===== src/efc_pkg.sv =====
package efc_pkg;

    // ****************************************
    // register map
    // ****************************************
    localparam int unsigned ADDR_W = 8;
    localparam logic [ADDR_W-1:0] OFF_MODE = 8'h60;
    localparam logic [ADDR_W-1:0] OFF_CMD = 8'h64;
    localparam logic [ADDR_W-1:0] OFF_STAT = 8'h68;

    // mode register fields
    localparam int unsigned MODE_RDY_IE = 0;
    localparam int unsigned MODE_LOCK_ERROR_FLAG_IE = 2;
    localparam int unsigned MODE_PROGRAMMING_ERROR_FLAG_IE = 3;
    localparam int unsigned MODE_SKIP_ERASE = 7;
    localparam int unsigned FWS_LSB = 8;
    localparam int unsigned FWS_MSB = 9;
    localparam int unsigned TIMING_CYCLE_COUNT_LSB = 16;
    localparam int unsigned TIMING_CYCLE_COUNT_MSB = 23;
    localparam logic [31:0] MODE_WMASK = 32'h00ff038d;
    localparam logic [31:0] MODE_RESET = 32'h00000000;

    // command register fields
    localparam int unsigned KEY_LSB = 24;
    localparam int unsigned KEY_MSB = 31;
    localparam logic [7:0] KEY_VALUE = 8'h5a;
    localparam int unsigned PAGE_LSB = 8;
    localparam int unsigned PAGE_MSB = 17;
    localparam int unsigned CODE_LSB = 0;
    localparam int unsigned CODE_MSB = 3;

    // status register fields
    localparam int unsigned ST_RDY = 0;
    localparam int unsigned ST_LOCK_ERROR_FLAG = 2;
    localparam int unsigned ST_PROGRAMMING_ERROR_FLAG = 3;
    localparam int unsigned ST_SEC = 4;
    localparam int unsigned ST_GP_LSB = 8;
    localparam int unsigned ST_LOCK_LSB = 16;

    // ****************************************
    // array geometry and timing
    // ****************************************
    localparam int unsigned PAGE_W = 10;
    localparam int unsigned NUM_REGIONS = 16;
    localparam int unsigned REGION_LSB = 6;
    localparam int unsigned NUM_GP = 2;
    localparam logic [NUM_REGIONS-1:0] LOCK_RESET = 16'h0000;
    localparam logic [NUM_GP-1:0] GP_RESET = 2'h0;

    // operation lengths in timing ticks (one tick = timing_cycle_count clocks, 0 counting as 1)
    localparam logic [15:0] PAGE_ERASE_TICKS = 16'h0bb8;
    localparam logic [15:0] PAGE_PROG_TICKS = 16'h0bb8;
    localparam logic [15:0] NVM_TICKS = 16'h0bb8;
    localparam logic [15:0] ERASE_ALL_TICKS = 16'h3a98;

    // access lengths in clocks
    localparam logic [2:0] READ_BASE = 3'h1;
    localparam logic [2:0] WRITE_BASE = 3'h2;
    localparam logic [2:0] WRITE_MAX = 3'h4;
    localparam logic [1:0] FWS_TOP = 2'h3;

    // ****************************************
    // types
    // ****************************************
    typedef enum logic [3:0] {
        CMD_NOP = 4'h0,
        CMD_WRITE = 4'h1,
        CMD_LOCK = 4'h2,
        CMD_WRITE_LOCK = 4'h3,
        CMD_UNLOCK = 4'h4,
        CMD_ERASE_ALL = 4'h8,
        CMD_SET_USER = 4'hb,
        CMD_CLR_USER = 4'hd,
        CMD_SET_SECURE = 4'hf
    } efc_cmd_e;

    typedef enum logic [2:0] {
        ST_IDLE = 3'h0,
        ST_ERASE = 3'h1,
        ST_PROG = 3'h2,
        ST_NVM = 3'h3,
        ST_ERASE_ALL = 3'h4
    } efc_state_e;

    typedef struct packed {
        logic [ADDR_W-1:0] addr;
        logic [31:0] wdata;
        logic wr;
        logic rd;
    } efc_bus_s;

    typedef struct packed {
        logic start;
        logic [3:0] code;
        logic [PAGE_W-1:0] index;
    } efc_nvm_req_s;

    typedef struct packed {
        logic erase;
        logic prog;
        logic eraseAll;
        logic nvmWrite;
        logic [PAGE_W-1:0] page;
    } efc_flash_s;

endpackage : efc_pkg


===== src/efc_timer.sv =====
`timescale 1ns/1ps
// ****************************************
// operation length timer
// ****************************************
module efc_timer
    import efc_pkg::*;
(
    input wire logic core_clk,
    input wire logic nrst,
    input wire logic start,
    input wire logic [15:0] ticks,
    input wire logic [7:0] usCycles,
    output logic done
);

    typedef struct packed {
        logic busy;
        logic [15:0] tickCnt;
        logic [7:0] cycCnt;
        logic done;
    } efc_tmr_s;

    efc_tmr_s st_q;
    efc_tmr_s st_d;
    logic tickEnd;

    // a zero cycle count still ticks every clock, so a slow clock works
    always_comb begin
        st_d = st_q;
        st_d.done = 1'b0;
        tickEnd = (st_q.cycCnt == 8'h00) || (st_q.cycCnt == 8'h01);
        if (start) begin
            st_d.busy = 1'b1;
            st_d.tickCnt = ticks;
            st_d.cycCnt = usCycles;
        end else if (st_q.busy) begin
            if (tickEnd) begin
                st_d.cycCnt = usCycles;
                if (st_q.tickCnt <= 16'h0001) begin
                    st_d.busy = 1'b0;
                    st_d.done = 1'b1;
                end else begin
                    st_d.tickCnt = st_q.tickCnt - 16'h0001;
                end
            end else begin
                st_d.cycCnt = st_q.cycCnt - 8'h01;
            end
        end
    end

    always_ff @(posedge core_clk or negedge nrst) begin
        if (!nrst) begin
            st_q <= '0;
        end else begin
            st_q <= st_d;
        end
    end

    assign done = st_q.done;

endmodule : efc_timer


===== src/efc_nvm.sv =====
`timescale 1ns/1ps
// ****************************************
// lock, user and security bit store
// ****************************************
module efc_nvm
    import efc_pkg::*;
(
    input wire logic core_clk,
    input wire logic nrst,
    input efc_nvm_req_s req,
    output logic [NUM_REGIONS-1:0] lockBits,
    output logic [NUM_GP-1:0] userBits,
    output logic secure
);

    typedef struct packed {
        logic [NUM_REGIONS-1:0] lock;
        logic [NUM_GP-1:0] user;
        logic sec;
    } efc_nv_s;

    efc_nv_s st_q;
    efc_nv_s st_d;
    logic [3:0] region;
    logic userHit;

    always_comb begin
        st_d = st_q;
        region = req.index[PAGE_W-1:REGION_LSB];
        // an index past the last user bit has no effect
        userHit = (req.index < PAGE_W'(NUM_GP));
        if (req.start) begin
            case (req.code)
                CMD_LOCK,
                CMD_WRITE_LOCK: st_d.lock[region] = 1'b1;
                CMD_UNLOCK: st_d.lock[region] = 1'b0;
                CMD_SET_USER: begin
                    if (userHit) begin
                        st_d.user[req.index[0]] = 1'b1;
                    end
                end
                CMD_CLR_USER: begin
                    if (userHit) begin
                        st_d.user[req.index[0]] = 1'b0;
                    end
                end
                CMD_SET_SECURE: st_d.sec = 1'b1;
                default: st_d = st_q;
            endcase
        end
    end

    // security can only be lifted by a full chip reset here
    always_ff @(posedge core_clk or negedge nrst) begin
        if (!nrst) begin
            st_q <= {LOCK_RESET, GP_RESET, 1'b0};
        end else begin
            st_q <= st_d;
        end
    end

    assign lockBits = st_q.lock;
    assign userBits = st_q.user;
    assign secure = st_q.sec;

endmodule : efc_nvm


===== src/efc_ctrl.sv =====
// Design decision made here: the strobed register port.
`timescale 1ns/1ps
// Function
// - ready raises the interrupt only when mode bit 0 is set
// - lock error raises the interrupt only when mode bit 2 is set
// - programming error raises the interrupt only when mode bit 3 is set
// - skip-erase bit 7 clear erases the page before programming; set skips it
// - wait field 0..3 gives reads of 1..4 and writes of 2,3,4,4 cycles
// - command code 0000 does nothing and sets no programming error
// - code 0001 programs the page in the page field
// - code 0010 locks, 0100 unlocks, the region holding the named page
// - code 0011 programs the page then locks its region
// - code 1000 erases everything, cancelled if any region is locked
// - code 1011 sets, 1101 clears, the user bit indexed by the page field
// - code 1111 sets the security bit; page field ignored here and for erase all
// - undefined codes set programming error and start nothing
// - page field bits 17:8 are read per command; unused bits ignored
// - command acts only when bits 31:24 hold 0x5a, else discarded
// - ready reads 0 while busy, 1 when idle; software waits on it
// - lock error marks a locked-region program attempt, cleared by status read
// - programming error marks a bad code or key written as command
// - each region status bit reads 1 when locked, 0 when unlocked
module efc_ctrl
    import efc_pkg::*;
#(
    parameter logic [15:0] PageEraseTicks = PAGE_ERASE_TICKS,
    parameter logic [15:0] PageProgTicks = PAGE_PROG_TICKS,
    parameter logic [15:0] NvmTicks = NVM_TICKS,
    parameter logic [15:0] EraseAllTicks = ERASE_ALL_TICKS
) (
    input wire logic core_clk,
    input wire logic nrst,
    input efc_bus_s bus,
    output logic [31:0] rdata,
    input wire logic accReq,
    input wire logic accWrite,
    output logic accDone,
    output efc_flash_s flash,
    output logic irq
);

    // ****************************************
    // state
    // ****************************************
    typedef struct packed {
        efc_state_e st;
        logic [31:0] mode;
        logic lockErr;
        logic progErr;
        logic withLock;
        logic [3:0] code;
        logic [31:0] rdata;
        efc_flash_s flash;
        logic [2:0] accCnt;
        logic accDone;
    } efc_ctl_s;

    efc_ctl_s st_q;
    efc_ctl_s st_d;

    logic tmrStart;
    logic [15:0] tmrTicks;
    logic tmrDone;
    efc_nvm_req_s nvmReq;
    logic [NUM_REGIONS-1:0] lockBits;
    logic [NUM_GP-1:0] userBits;
    logic secure;

    logic cmdWr;
    logic keyOk;
    logic [3:0] code;
    logic [PAGE_W-1:0] page;
    logic pageLocked;
    logic skipErase;
    logic ready;
    logic [1:0] wait_state_count;
    logic [2:0] rdLen;
    logic [2:0] wrLen;
    logic [31:0] status;

    // ****************************************
    // decode
    // ****************************************
    assign cmdWr = bus.wr && (bus.addr == OFF_CMD);
    // a bad key still flags an error, so a dropped write is visible
    assign keyOk = (bus.wdata[KEY_MSB:KEY_LSB] == KEY_VALUE);
    assign code = bus.wdata[CODE_MSB:CODE_LSB];
    assign page = bus.wdata[PAGE_MSB:PAGE_LSB];
    // lock checked at issue only; no region can change while busy
    assign pageLocked = lockBits[page[PAGE_W-1:REGION_LSB]];
    assign skipErase = st_q.mode[MODE_SKIP_ERASE];
    assign ready = (st_q.st == ST_IDLE);
    assign wait_state_count = st_q.mode[FWS_MSB:FWS_LSB];
    assign rdLen = READ_BASE + {1'b0, wait_state_count};
    assign wrLen = (wait_state_count == FWS_TOP) ? WRITE_MAX : (WRITE_BASE + {1'b0, wait_state_count});

    // ****************************************
    // status word
    // ****************************************
    always_comb begin
        status = '0;
        status[ST_RDY] = ready;
        status[ST_LOCK_ERROR_FLAG] = st_q.lockErr;
        status[ST_PROGRAMMING_ERROR_FLAG] = st_q.progErr;
        status[ST_SEC] = secure;
        status[ST_GP_LSB +: NUM_GP] = userBits;
        status[ST_LOCK_LSB +: NUM_REGIONS] = lockBits;
    end

    // ****************************************
    // next state
    // ****************************************
    always_comb begin
        st_d = st_q;
        tmrStart = 1'b0;
        tmrTicks = NvmTicks;
        nvmReq = '0;
        nvmReq.code = st_q.code;
        nvmReq.index = st_q.flash.page;

        // ****************************************
        // register bus
        // ****************************************
        // read data stand only in the cycle after the strobe
        st_d.rdata = '0;
        if (bus.rd) begin
            case (bus.addr)
                OFF_MODE: st_d.rdata = st_q.mode;
                OFF_STAT: st_d.rdata = status;
                default: st_d.rdata = '0;
            endcase
        end

        // ****************************************
        // mode register
        // ****************************************
        if (bus.wr && (bus.addr == OFF_MODE)) begin
            st_d.mode = bus.wdata & MODE_WMASK;
        end

        // error flags clear on status read; a same-cycle set below wins
        if (bus.rd && (bus.addr == OFF_STAT)) begin
            st_d.lockErr = 1'b0;
            st_d.progErr = 1'b0;
        end

        // ****************************************
        // command sequencer
        // ****************************************
        case (st_q.st)
            ST_IDLE: begin
                // commands arriving while busy are dropped without an error
                if (cmdWr && !keyOk) begin
                    st_d.progErr = 1'b1;
                end else if (cmdWr) begin
                    st_d.code = code;
                    st_d.flash.page = page;
                    st_d.withLock = (code == CMD_WRITE_LOCK);

                    case (code)
                        CMD_NOP: st_d.st = ST_IDLE;

                        CMD_WRITE,
                        CMD_WRITE_LOCK: begin
                            if (pageLocked) begin
                                st_d.lockErr = 1'b1;
                            end else if (skipErase) begin
                                st_d.st = ST_PROG;
                                st_d.flash.prog = 1'b1;
                                tmrStart = 1'b1;
                                tmrTicks = PageProgTicks;
                            end else begin
                                st_d.st = ST_ERASE;
                                st_d.flash.erase = 1'b1;
                                tmrStart = 1'b1;
                                tmrTicks = PageEraseTicks;
                            end
                        end

                        CMD_LOCK,
                        CMD_UNLOCK,
                        CMD_SET_USER,
                        CMD_CLR_USER,
                        CMD_SET_SECURE: begin
                            st_d.st = ST_NVM;
                            st_d.flash.nvmWrite = 1'b1;
                            tmrStart = 1'b1;
                        end

                        CMD_ERASE_ALL: begin
                            if (|lockBits) begin
                                st_d.lockErr = 1'b1;
                            end else begin
                                st_d.st = ST_ERASE_ALL;
                                st_d.flash.eraseAll = 1'b1;
                                tmrStart = 1'b1;
                                tmrTicks = EraseAllTicks;
                            end
                        end

                        default: st_d.progErr = 1'b1;
                    endcase
                end
            end

            ST_ERASE: begin
                if (tmrDone) begin
                    st_d.st = ST_PROG;
                    st_d.flash.erase = 1'b0;
                    st_d.flash.prog = 1'b1;
                    tmrStart = 1'b1;
                    tmrTicks = PageProgTicks;
                end
            end

            ST_PROG: begin
                if (tmrDone) begin
                    st_d.flash.prog = 1'b0;
                    if (st_q.withLock) begin
                        st_d.st = ST_NVM;
                        st_d.flash.nvmWrite = 1'b1;
                        tmrStart = 1'b1;
                    end else begin
                        st_d.st = ST_IDLE;
                    end
                end
            end

            ST_NVM: begin
                if (tmrDone) begin
                    nvmReq.start = 1'b1;
                    st_d.flash.nvmWrite = 1'b0;
                    st_d.st = ST_IDLE;
                end
            end

            ST_ERASE_ALL: begin
                if (tmrDone) begin
                    st_d.flash.eraseAll = 1'b0;
                    st_d.st = ST_IDLE;
                end
            end

            default: st_d.st = ST_IDLE;
        endcase

        // ****************************************
        // flash access length
        // ****************************************
        // a request during a running access is dropped, not queued
        st_d.accDone = 1'b0;
        if (st_q.accCnt != 3'h0) begin
            st_d.accCnt = st_q.accCnt - 3'h1;
            st_d.accDone = (st_q.accCnt == 3'h1);
        end else if (accReq) begin
            st_d.accCnt = accWrite ? wrLen : rdLen;
        end
    end

    always_ff @(posedge core_clk or negedge nrst) begin
        if (!nrst) begin
            st_q <= '0;
            st_q.st <= ST_IDLE;
            st_q.mode <= MODE_RESET;
        end else begin
            st_q <= st_d;
        end
    end

    // ****************************************
    // sub-blocks
    // ****************************************
    // the timing count steps the operation clock; its correctness is software's
    efc_timer u_timer (
        .core_clk(core_clk),
        .nrst(nrst),
        .start(tmrStart),
        .ticks(tmrTicks),
        .usCycles(st_q.mode[TIMING_CYCLE_COUNT_MSB:TIMING_CYCLE_COUNT_LSB]),
        .done(tmrDone)
    );

    efc_nvm u_nvm (
        .core_clk(core_clk),
        .nrst(nrst),
        .req(nvmReq),
        .lockBits(lockBits),
        .userBits(userBits),
        .secure(secure)
    );

    // ****************************************
    // outputs
    // ****************************************
    assign rdata = st_q.rdata;
    assign accDone = st_q.accDone;
    assign flash = st_q.flash;
    // level irq: it stays up while idle and enabled
    assign irq = (ready && st_q.mode[MODE_RDY_IE])
        || (st_q.lockErr && st_q.mode[MODE_LOCK_ERROR_FLAG_IE])
        || (st_q.progErr && st_q.mode[MODE_PROGRAMMING_ERROR_FLAG_IE]);

endmodule : efc_ctrl


===== config.mk =====
export PLATFORM = sky130hd
export DESIGN_NAME = efc_ctrl
export DESIGN_NICKNAME = d
export VERILOG_FILES = /design/src/efc_pkg.sv /design/src/efc_timer.sv /design/src/efc_nvm.sv /design/src/efc_ctrl.sv
export SDC_FILE = /design/constraint.sdc
export NUM_CORES = 1
export LEC_CHECK = 0
export ABC_AREA = 0
export BUFFER_PORTS_ARGS = -buffer_cell sky130_fd_sc_hd__buf_2
export CAP_MARGIN = 20
export CORE_MARGIN = 3
export CORE_UTILIZATION = 40
export DETAILED_ROUTE_END_ITERATION = 12
export PLACE_DENSITY = 0.7
export SLEW_MARGIN = 0
export SYNTH_ARGS = -nofsm -noshare
export SYNTH_HDL_FRONTEND = slang
export SYNTH_HIERARCHICAL = 1
export SYNTH_SLANG_ARGS = --single-unit

===== constraint.sdc =====
create_clock -name core_clk -period 3.25 [get_ports core_clk]
set_input_delay 0.4875 -clock core_clk [delete_from_list [all_inputs] [get_ports core_clk]]
set_output_delay 0.4875 -clock core_clk [all_outputs]
set_load 0.005 [all_outputs]

# Word level (Yosys, flattened, before mapping)
# Cells that the tools add are included.
# word_totals
reg_bits	119
out_inout_bits	48
# op_classes
eq_ne	46
addsub	5
n_reduce_logical	42
order_cmp	7
n_mux	79
bitwise_logic	7
# op_table
cell	count
16-bit two-way mux	5
32-bit case mux with 2 select lines	1
14-bit two-way mux	3
3-bit two-way mux	11
8-bit by 7-bit == test with 1-bit output, second input constant	4
32-bit two-way mux	1
16-bit case mux with 2 select lines	1
1-bit two-way mux	29
4-bit == test, second input constant	7
26-bit two-way mux	1
25-bit two-way mux	1
3-bit case mux with 4 select lines	2
2-bit by 1-bit inequality test with 1-bit output, second input constant	10
17-bit two-way mux	1
16-bit bitwise AND	1
4-bit by 2-bit == test with 1-bit output, second input constant	4
16-bit by 1-bit less-or-equal comparator with 1-bit output, second input constant	1
2-bit two-way mux	8
2-bit inequality test, second input constant	8
16-bit NOT	1
16-bit OR	1
8-bit AND reduction	2
16-bit OR reduction	1
16-bit by 1-bit subtractor with 16-bit output, second input constant	1
other kinds (47)	81

# Depth between registers and ports, before layout
# Gate-level depths: netlist of the first run.
# logic_depth
ltp_word	9
ltp_mapped	10
ltp_nobuf	8

# Cells and area by module
# The synthesis of the first run kept the hierarchy.
# modules_own_cells
mod	cells_per_inst	area_per_inst_um2	instances
efc_ctrl	325	3574.7	1
efc_timer	191	1725.4	1
efc_nvm	79	945.9	1

# Least setup slack after synthesis of the first run
# No wires, ideal clock.
# synth_timing
path_type	input-to-reg
from	in bus[18] in the netlist's numbering
to	reg u_timer/st_q[10] in the netlist's numbering
path_slack_ns	0.480
cell_stages	9
setup_ns	0.126
t_arrival_ns	2.644
required_time_ns	3.124
path_cell_list	buf_2 -> mux4_2 -> mux2i_1 -> mux2i_1 -> or3_4 -> nand2_1 -> clkbuf_1 -> inv_1 -> a311o_1
# synth_between
elab_chain_cells	9
elab_cells_between_ends	12
cone_classes	eq/ne: 1; mux: 8; reduce/logical: 3
# synth_lines
item	line_no	source
from (decl)	efc_ctrl.sv:33	input efc_bus_s bus,
1-bit binary-select mux with 4-bit select *	efc_ctrl.sv:90	assign pageLocked = lockBits[page[PAGE_W-1:REGION_LSB]];
1-bit two-way mux (implied by the code) *	efc_ctrl.sv:90	
1-bit two-way mux *	efc_ctrl.sv:165	if (pageLocked) begin
1-bit case mux with 3 select lines *	efc_ctrl.sv:160	case (code)
1-bit two-way mux *	efc_ctrl.sv:155	end else if (cmdWr) begin
1-bit two-way mux *	efc_ctrl.sv:153	if (cmdWr && !keyOk) begin
1-bit case mux with 3 select lines *	efc_ctrl.sv:150	case (st_q.st)
via tmrStart	efc_ctrl.sv:61	logic tmrStart;
2-bit inequality test (no source line) or 2-bit nonzero test (tied branches)	-	
3-bit AND reduction (no source line)	-	
to (signal assigned)	efc_timer.sv:55	st_q <= st_d;
to (decl)	efc_timer.sv:23	efc_tmr_s st_q;
# The timed path passes the listed nets; every way through them passes the cells marked *. The select of a mux whose other input is x is not followed.
# A chain may end at the register's enable or synchronous reset.

==> results of run 1 <==
[critical path, delay by kind of cell, from the launching register on]
kind / cells / cell delay [ns]
flip-flops: 1 / 0.44
buffers and inverters: 1 / 0.26
AND/OR/NAND/NOR: 3 / 0.72
multiplexers: 3 / 0.89
AO/OA/AOI/OAI: 2 / 0.28
[layout by cell type (no fill, tap or decap), types with 16 or more instances in the layout]
cell                      synthesis  final
sky130_fd_sc_hd__nor2_1          39     39
sky130_fd_sc_hd__mux2_2          26     26
sky130_fd_sc_hd__mux2i_1         18     18
sky130_fd_sc_hd__o21ai_0         22     22
sky130_fd_sc_hd__mux2_1          22     22
sky130_fd_sc_hd__inv_1           17     17
sky130_fd_sc_hd__a21oi_1         21     21
sky130_fd_sc_hd__nand3_1         17     17
sky130_fd_sc_hd__nor3_1          16     16
sky130_fd_sc_hd__dfrtp_1        110    110
sky130_fd_sc_hd__buf_2            3     80
sky130_fd_sc_hd__conb_1           2     21
sky130_fd_sc_hd__nand2_1         36     36
[layout make-up]
cell class / instances / share of cell area, %
multi-input combinational: 414 / 43.8
sequential: 110 / 40.0
timing repair buffer: 90 / 7.09
tap: 211 / 3.83
clock buffer: 11 / 3.53
inverter: 18 / 0.981
clock inverter: 4 / 0.800
antenna: 1 / 0.0363
[power by group through the flow]
stage / clock [mW] / sequential, mW / combinational, mW
after detailed placement: 0 / 1.47 / 0.236
after floorplan: 0 / 1.46 / 0.143
after CTS: 1.14 / 1.44 / 0.237
after global placement: 0 / 1.47 / 0.218
after global routing: 1.20 / 1.45 / 0.267
final: 1.12 / 1.44 / 0.234
[worst max-delay path by stage]
stage          startpoint                to
2_1_floorplan     bus[18]  u_timer/st_q[10]
3_3_place_gp      bus[18]   u_timer/st_q[1]
3_5_place_dp      bus[18]   u_timer/st_q[2]
4_1_cts          register   u_timer/st_q[2]
5_1_grt          register   u_timer/st_q[1]
6_report         register   u_timer/st_q[2]
[metrics by stage]
step           util [%]  hold slack (ns)  setup slack (ns)
2_1_floorplan         -            0.192             0.480
5_1_grt            45.1            0.244             0.403
4_1_cts            45.1            0.235             0.552
6_report           45.1            0.169             0.516
3_5_place_dp       43.2            0.452             0.239
3_3_place_gp       43.2            0.459             0.345
[per-layer routing]
metal  share of wire, %  wire [um]  track usage (%)
met2                 49       6960             27.4
met5              0.091         13                0
met3                5.1        733             3.05
met4                2.4        342             7.26
met1                 44       6290             22.3
[logic make-up (layout without fill, tap and decap cells)]
logic type / Yosys count / count (layout) / synth area share, %
buffers and inverters: 90 / 123 / 8.83
other: 2 / 22 / 0.120
AO/OA/AOI/OAI: 101 / 101 / 11.4
adder cells (fa/ha/maj): 10 / 10 / 2.00
AND/OR/NAND/NOR: 200 / 200 / 19.0
multiplexers: 70 / 70 / 13.0
flip-flops: 110 / 110 / 44.1
XOR/XNOR: 12 / 12 / 1.68
==> run summary, run 1 <==
The routed wire length came out at 14.3 mm. The analysis attributes to cell leakage a power of 3.09 nW. The fraction of power spent switching nets came out at 24.0%.

In the global route stage, overall resource usage came out at 16.9%. Clock-pin slew was measured on the worst setup and hold paths at 0.07 ns. The first-pass GRT wire length came out at 22.9 mm. In this run the critical register-to-register path is captured at u_timer/st_q[2]. The cell area after synthesis came out at 0.00625 mm2.

The internal power came out at around 2.1 mW. The largest fanout of any net on the critical path is 22. Synthesis handed over a netlist of just under 600 instances.

In this run, flip-flops and latches consume about half of the power. The average wire per cell in the routed design came out at 16.7 um. The finished cells cover just under 0.007 mm2. The critical path goes through mux4_2, mux2i_1, mux2i_1, or3_4, nand2_1, buf_4, nor2_1, a22oi_1, o21ai_0. The final critical path time including I/O delays and setup is 2.73 ns. The half-perimeter wire length after placement is 10.5 mm. The insertion delay of the later-clocked pin in the worst-skew pair came out at 0.35 ns.

The main flop type after synthesis is sky130_fd_sc_hd__dfrtp_1. The count of routing violations after the opening detailed-route iteration is 374. The number of core rows came out at 45.

The residual overflow from global routing came out at 0. The tree is rooted in a sky130_fd_sc_hd__clkbuf_16. The via density per instance is 5.41. After synthesis, the most frequently instantiated cells are 110 x sky130_fd_sc_hd__dfrtp_1, 48 x sky130_fd_sc_hd__buf_4, 39 x sky130_fd_sc_hd__nor2_1.

Setup repair after global routing left no endpoint under its margin. After synthesis, the cell types taking the most area are sky130_fd_sc_hd__dfrtp_1 44%, sky130_fd_sc_hd__buf_4 5.8%, sky130_fd_sc_hd__mux2_2 4.7%, sky130_fd_sc_hd__mux2_1 4.0%, sky130_fd_sc_hd__mux2i_1 2.9%. The post-synthesis area per instance came out at 10.5 um2.

Compared with the post-synthesis result, the final layout area differs by 10.2%. Summing internal, switching and leakage power gives 2.80 mW. For this run, the slowest stage of the critical path takes 0.48 ns. The total via count after detailed routing came out at 4650. The worst-case clock buffer depth is 2. Across the run, the number of max-cap violations was 0. The data required time of the worst path came out at 3.47 ns. The total number of nets in the final design is around 700. The library cell with the largest summed area after synthesis is sky130_fd_sc_hd__dfrtp_1.

The number of clock sinks is 110. The initial antenna violation count came out at 2. The number of buffers inserted by post-CTS setup repair is 0.

For this run, asynchronously set or reset flops after synthesis account for 100%. The CTS buffer count is 9. The share of the cycle needed by the critical path after routing is 84.1%.

The number of H-tree levels is 3. Synthesis inferred 110 register bits. The final number of hold-violating endpoints is 0. Of the total power, combinational logic draws 8.4%. Hold repair after CTS inserted 0 buffers.

The layout has 1421 filler cells. The number of global-route vias before repair is 4547. The worst reg-to-reg path cell count is 9. The worst setup path is captured at a register. The placeable core area is 0.0153 mm2. For this design the top-level I/O count stands at 94. The maximum vdd ir drop is 0.000230 V. The pin count of the biggest net entering global routing came out at 111.

The setup clock skew after layout came out at 0.00857 ns. The critical path in this run is classified as reg2reg. Routability-driven placement finished with a final weighted congestion of 0.852.

The number of distinct library cell variants in the gate-level netlist after synthesis is 82. The slowest stage of the critical path is the sky130_fd_sc_hd__mux4_2 cell. The area taken by flip-flops and latches came out at 0.00275 mm2.

The number of design rule violations left after detail routing came out at 0. The total of buffers placed on input and output ports came out at 81. The sum of negative setup slack came out at 0 ns. The reg2reg setup slack is a little over 0.5 ns.

Once detail routing completed, the nets flagged for antenna violations numbered 0. In this run the cell area measured after placement is 0.00659 mm2. The first TritonRoute pass finished after 5 iterations. The total power divided by cell area is approximately 410 mW/mm2. TritonCTS built the clock tree. The worst slew margin relative to its limit came out at 45.7%. The number of pins exceeding their max-slew limit in the final report came to 0. The die is ~130 um tall. The area fraction of the dominant cell type after synthesis is 44.1%.

The share of the yosys chip area belonging to registers is approximately 44%. The setup violation total in the final timing report came out at 0. For this run, the number of Yosys warnings is 6.

The measured slew at the worst slew-check pin came out at 0.792 ns. Data arrives at the worst endpoint at 2.95 ns. The fraction of layout instances using a drive strength above 1 came out at 25.3%.

The horizontal extent of the die came out at 131 um. The tightest min-delay check is of the in2async type. The launching element type of the critical path is a register.

The footprint of the multi-input gates came out at 0.00301 mm2. The most common cell in the synthesized netlist is sky130_fd_sc_hd__dfrtp_1. The share of total power dissipated in the clock network is between 40% and 50%. The filler-free cell count of the finished design came out at 859. The run finished with clean final reports. The cell that appears most often on the critical path is sky130_fd_sc_hd__mux2i_1.

The instance count after placement with tap cells included came out at approximately 840. The area of the die came out at 0.0172 mm2. The total net switching power is 0.672 mW. For this run, the top clock speed supported by timing is between 300 and 400 MHz.

The initial standard-cell utilization of the core is 40.9%. The count of flip-flops with a built-in enable after synthesis came out at 0. The quantity of gates resized following cts came out at 0.
(Power assumes the default switching activity.)
==> run 2, diff against run 1 <==
--- a/config.mk
+++ b/config.mk
@@ -5,7 +5,7 @@
 export SDC_FILE = /design/constraint.sdc
 export NUM_CORES = 1
 export LEC_CHECK = 0
-export ABC_AREA = 0
+export ABC_AREA = 1
 export BUFFER_PORTS_ARGS = -buffer_cell sky130_fd_sc_hd__buf_2
 export CAP_MARGIN = 20
 export CORE_MARGIN = 3
==> constraint.sdc (replaced) <==
create_clock -name core_clk -period 2.6 [get_ports core_clk]
set_input_delay 0.39 -clock core_clk [delete_from_list [all_inputs] [get_ports core_clk]]
set_output_delay 0.39 -clock core_clk [all_outputs]
set_load 0.005 [all_outputs]
==> run summary, run 2 <==
Outcome: completed (unchanged). The capturing element type of the critical path was a register (unchanged). The number of hold buffers added after CTS was 0 (unchanged). The number of filler cells placed in the layout came out at 1624 (was 1421).

The number of distinct library cell variants in the gate-level netlist after synthesis came out at 46 (was 82). The post-detailed-placement cell area came out at 0.00708 mm2 (was 0.00659 mm2). The share of the cycle needed by the critical path after routing came out at 87.8% (was 84.1%). The first-pass GRT wire length is 26.6 mm (was 22.9 mm). The combined buffer and inverter count along the critical path came to 4 (was 1).

The static leakage is 3.84 nW (was 3.09 nW). The area of the die is 0.0184 mm2 (was 0.0172 mm2). The area fraction of the dominant cell type after synthesis came to 41.0% (was 44.1%).

The uppermost layer routed is met5 (unchanged). The number of core rows came out at 46 (was 45). The half-perimeter wire length after placement is 11.7 mm (was 10.5 mm).

The routability congestion estimate is 0.876 (was 0.852). The worst min-delay path class is in2async (unchanged). The number of design rule violations left after detail routing came to 0 (unchanged). The peak per-stage delay on the critical path is 0.44 ns (was 0.48 ns). The number of clock sinks came out at 110 (unchanged). The pin count of the biggest net entering global routing is 53 (was 111).

The library cell with the largest summed area after synthesis was sky130_fd_sc_hd__dfrtp_1 (unchanged). The instance count of the mapped netlist was 887 (was 595). The CTS buffer count is 9 (unchanged). The final number of hold-violating endpoints is 0 (unchanged). The met2 wirelength from detailed routing is 6.96 mm (unchanged). The routed wire length came out at 15.5 mm (was 14.3 mm). The fraction of layout instances using a drive strength above 1 came out at 18.4% (was 25.3%). The worst-case clock buffer depth is 2 (unchanged). The setup clock skew after layout came out at 0.0100 ns (was 0.00857 ns).

The worst slew margin relative to its limit came out at 53.0% (was 45.7%). The clock root buffer is sky130_fd_sc_hd__clkbuf_16 (unchanged). The Yosys warning count is 6 (unchanged).

The via density per instance came to 4.90 (was 5.41). The sum of negative setup slack is 0 ns (unchanged). The met1 routed wirelength after detailed routing came out at 7.50 mm (was 6.29 mm). Crit path cell chain: inv_1, nor3_1, inv_1, nor2_1, a31oi_1, nand2_1, buf_4, nor2_1, buf_4, a22oi_1, o21ai_0 (was mux4_2, mux2i_1, mux2i_1, or3_4, nand2_1, buf_4, nor2_1, a22oi_1, o21ai_0). The number of global-route vias before repair is 5388 (was 4547). The maximum vdd ir drop is 0.000358 V (was 0.000230 V). The commonest non-fill, non-tap cell in the layout is sky130_fd_sc_hd__nand2_1 (was sky130_fd_sc_hd__dfrtp_1).

The cell family contributing the most delay on the critical path is simple AND/OR/NAND/NOR gates (was multiplexers). The count of routing violations after the opening detailed-route iteration came out at 501 (was 374). The clock transition at the registers of the reported paths came to 0.07 ns (about the same).

The number of I/O pins came out at 94 (unchanged). Ranking of synthesized cells by instance count: 228 x sky130_fd_sc_hd__nand2_1, 110 x sky130_fd_sc_hd__dfrtp_1, 97 x sky130_fd_sc_hd__inv_1 (was 110 x sky130_fd_sc_hd__dfrtp_1, 48 x sky130_fd_sc_hd__buf_4, 39 x sky130_fd_sc_hd__nor2_1). The total of buffers placed on input and output ports came out at 81 (unchanged). The total number of nets in the final design is 999 (was 699). The post-synthesis area per instance is 7.58 um2 (was 10.5 um2). The number of H-tree levels was 3 (unchanged). The main flop type after synthesis is sky130_fd_sc_hd__dfrtp_1 (unchanged). The vertical die dimension came out at 136 um (was 131 um).

The number of buffers inserted by post-CTS setup repair is 0 (unchanged). The measured slew at the worst slew-check pin was 0.705 ns (was 0.792 ns). The remaining number of nets flagged by the antenna check after routing came out at 0 (unchanged).

The register bit total from synthesis was 110 (unchanged). The largest fanout of any net on the critical path is 18 (was 22). The count of flip-flops with a built-in enable after synthesis came out at 0 (unchanged). The quantity of gates resized following cts is 0 (unchanged). The area growth from synthesis to layout is 9.94% (was 10.2%).

The share of the yosys chip area belonging to registers is 41.0% (was 44.1%). The overall routing resource usage was 17.9% (was 16.9%). The final critical path time including I/O delays and setup came out at 2.28 ns (was 2.73 ns). The footprint of the multi-input gates came to 0.00312 mm2 (was 0.00301 mm2). The number of antenna repair diodes is 0 (was 1). The highest-delay cell along the critical path is sky130_fd_sc_hd__dfrtp_1 (was sky130_fd_sc_hd__mux4_2). The average wire per cell in the routed design came out at 13.3 um (was 16.7 um).

The launching element type of the critical path was a register (unchanged). The cell with the most instances after synthesis is sky130_fd_sc_hd__nand2_1 (was sky130_fd_sc_hd__dfrtp_1). The total power divided by cell area was 703 mW/mm2 (was 406 mW/mm2).

The worst setup path category was reg2reg (unchanged). The first-pass iteration count of the detailed router came out at 5 (unchanged). Top library cells by usage in the layout, fill and taps aside: 228 x sky130_fd_sc_hd__nand2_1, 110 x sky130_fd_sc_hd__dfrtp_1, 97 x sky130_fd_sc_hd__inv_1 (was 110 x sky130_fd_sc_hd__dfrtp_1, 80 x sky130_fd_sc_hd__buf_2, 39 x sky130_fd_sc_hd__nor2_1). The number of pins exceeding their max-slew limit in the final report is 0 (unchanged).

The routed length on met3 is 743 um (was 733 um). The fraction of registers with async set or reset after synthesis came out at 100% (unchanged). The achievable clock frequency is 438 MHz (was 366 MHz). The total via count after detailed routing came out at 5702 (was 4650). The TritonCTS clock tree is done (unchanged). The data required time of the worst path came to 2.83 ns (was 3.47 ns). Setup repair after global routing missed its margin: false (unchanged).

The data arrival time at the worst-slack endpoint came out at 2.52 ns (was 2.95 ns). The insertion delay of the later-clocked pin in the worst-skew pair is 0.36 ns (was 0.35 ns). The horizontal extent of the die is 136 um (was 131 um). Top post-synthesis cells by area: sky130_fd_sc_hd__dfrtp_1 41%, sky130_fd_sc_hd__nand2_1 13%, sky130_fd_sc_hd__nand3_1 7.1%, sky130_fd_sc_hd__buf_4 5.5%, sky130_fd_sc_hd__inv_1 5.4% (was sky130_fd_sc_hd__dfrtp_1 44%, sky130_fd_sc_hd__buf_4 5.8%, sky130_fd_sc_hd__mux2_2 4.7%, sky130_fd_sc_hd__mux2_1 4.0%, sky130_fd_sc_hd__mux2i_1 2.9%). The cell area after synthesis is 0.00672 mm2 (was 0.00625 mm2). The initial antenna violation count is 1 (was 2). The initial standard-cell utilization of the core is 41.6% (was 40.9%). The number of max-cap violations came out at 0 (unchanged). The residual overflow from global routing came out at 0 (unchanged). The area of all placed cells without fillers came out at 0.00739 mm2 (was 0.00689 mm2). The setup violation total in the final timing report came out at 0 (unchanged). The area taken by flip-flops and latches is 0.00275 mm2 (unchanged). The placeable core area is 0.0162 mm2 (was 0.0153 mm2).
[run 2: cell families (layout without fill, tap and decap cells)]
kind of cell / after synthesis / count (layout) / share of synthesized area, %
compound gates: 91 / 91 / 8.54
xor+xnor: 7 / 7 / 0.912
fa+ha+maj: 10 / 10 / 1.86
buf+inv: 178 / 220 / 13.7
flops: 110 / 110 / 41.0
mux: 6 / 6 / 1.23
other cells: 2 / 21 / 0.112
simple gates: 483 / 483 / 32.7
[run 2: metrics by stage]
stage | std cells | total power, mW | util, % | hold slack, ns | worst slack, ns
2_1_floorplan | 906 | 3.41 | - | 0.0944 | 0.417
3_3_place_gp | 1148 | 3.75 | 43.8 | 0.455 | 0.153
3_5_place_dp | 1148 | 3.79 | 43.8 | 0.461 | 0.0988
4_1_cts | 1164 | 5.24 | 45.7 | 0.0937 | 0.339
5_1_grt | 1164 | 5.61 | 45.7 | 0.122 | 0.0336
6_report | 1164 | 5.19 | 45.7 | 0.0759 | 0.317
[run 2: worst register-to-register path, cell delays in order, from the launching register on]
cell and delay (ns):
sky130_fd_sc_hd__dfrtp_1 0.44, sky130_fd_sc_hd__inv_1 0.08, sky130_fd_sc_hd__nor3_1 0.29, sky130_fd_sc_hd__inv_1 0.14
sky130_fd_sc_hd__nor2_1 0.16, sky130_fd_sc_hd__a31oi_1 0.07, sky130_fd_sc_hd__nand2_1 0.16, sky130_fd_sc_hd__buf_4 0.27
sky130_fd_sc_hd__nor2_1 0.09, sky130_fd_sc_hd__buf_4 0.16, sky130_fd_sc_hd__a22oi_1 0.18, sky130_fd_sc_hd__o21ai_0 0.11
[run 2: layout make-up]
cell class | count | share of cell area [%]
clock buffer | 11 | 3.28
clock inverter | 5 | 0.864
inverter | 109 | 5.60
multi-input combinational | 618 | 42.2
sequential | 110 | 37.3
tap | 216 | 3.66
timing repair buffer | 95 | 7.11
[run 2: final timing paths]
check | to | start | cells past startpoint | slack [ns]
max | u_timer/st_q[8] | st_q[89] | 11 | 0.32
min | async pin | nrst | 1 | 0.08
max reg2reg | u_timer/st_q[8] | st_q[89] | 11 | 0.32
min reg2reg | register | register | 2 | 0.48
max in group asynchronous | st_q[55] | nrst | 2 | 1.80
min in group core_clk | flash[5] | bus[15] | 3 | 0.22
[run 2: where the power goes]
| part | total, mW | internal, mW | switching (mW) |
|---|---|---|---|
| clock | 1.43 | 0.786 | 0.643 |
| combinational | 1.59 | 0.585 | 1.00 |
| sequential | 2.18 | 1.93 | 0.241 |
[run 2: layer usage]
| metal | vias up | global-route usage [%] |
|---|---|---|
| li1 | 2912 | - |
| met4 | 2 | 5.99 |
| met3 | 22 | 3.19 |
| met5 | - | 0 |
| met1 | 2621 | 25.9 |
| met2 | 145 | 27.3 |
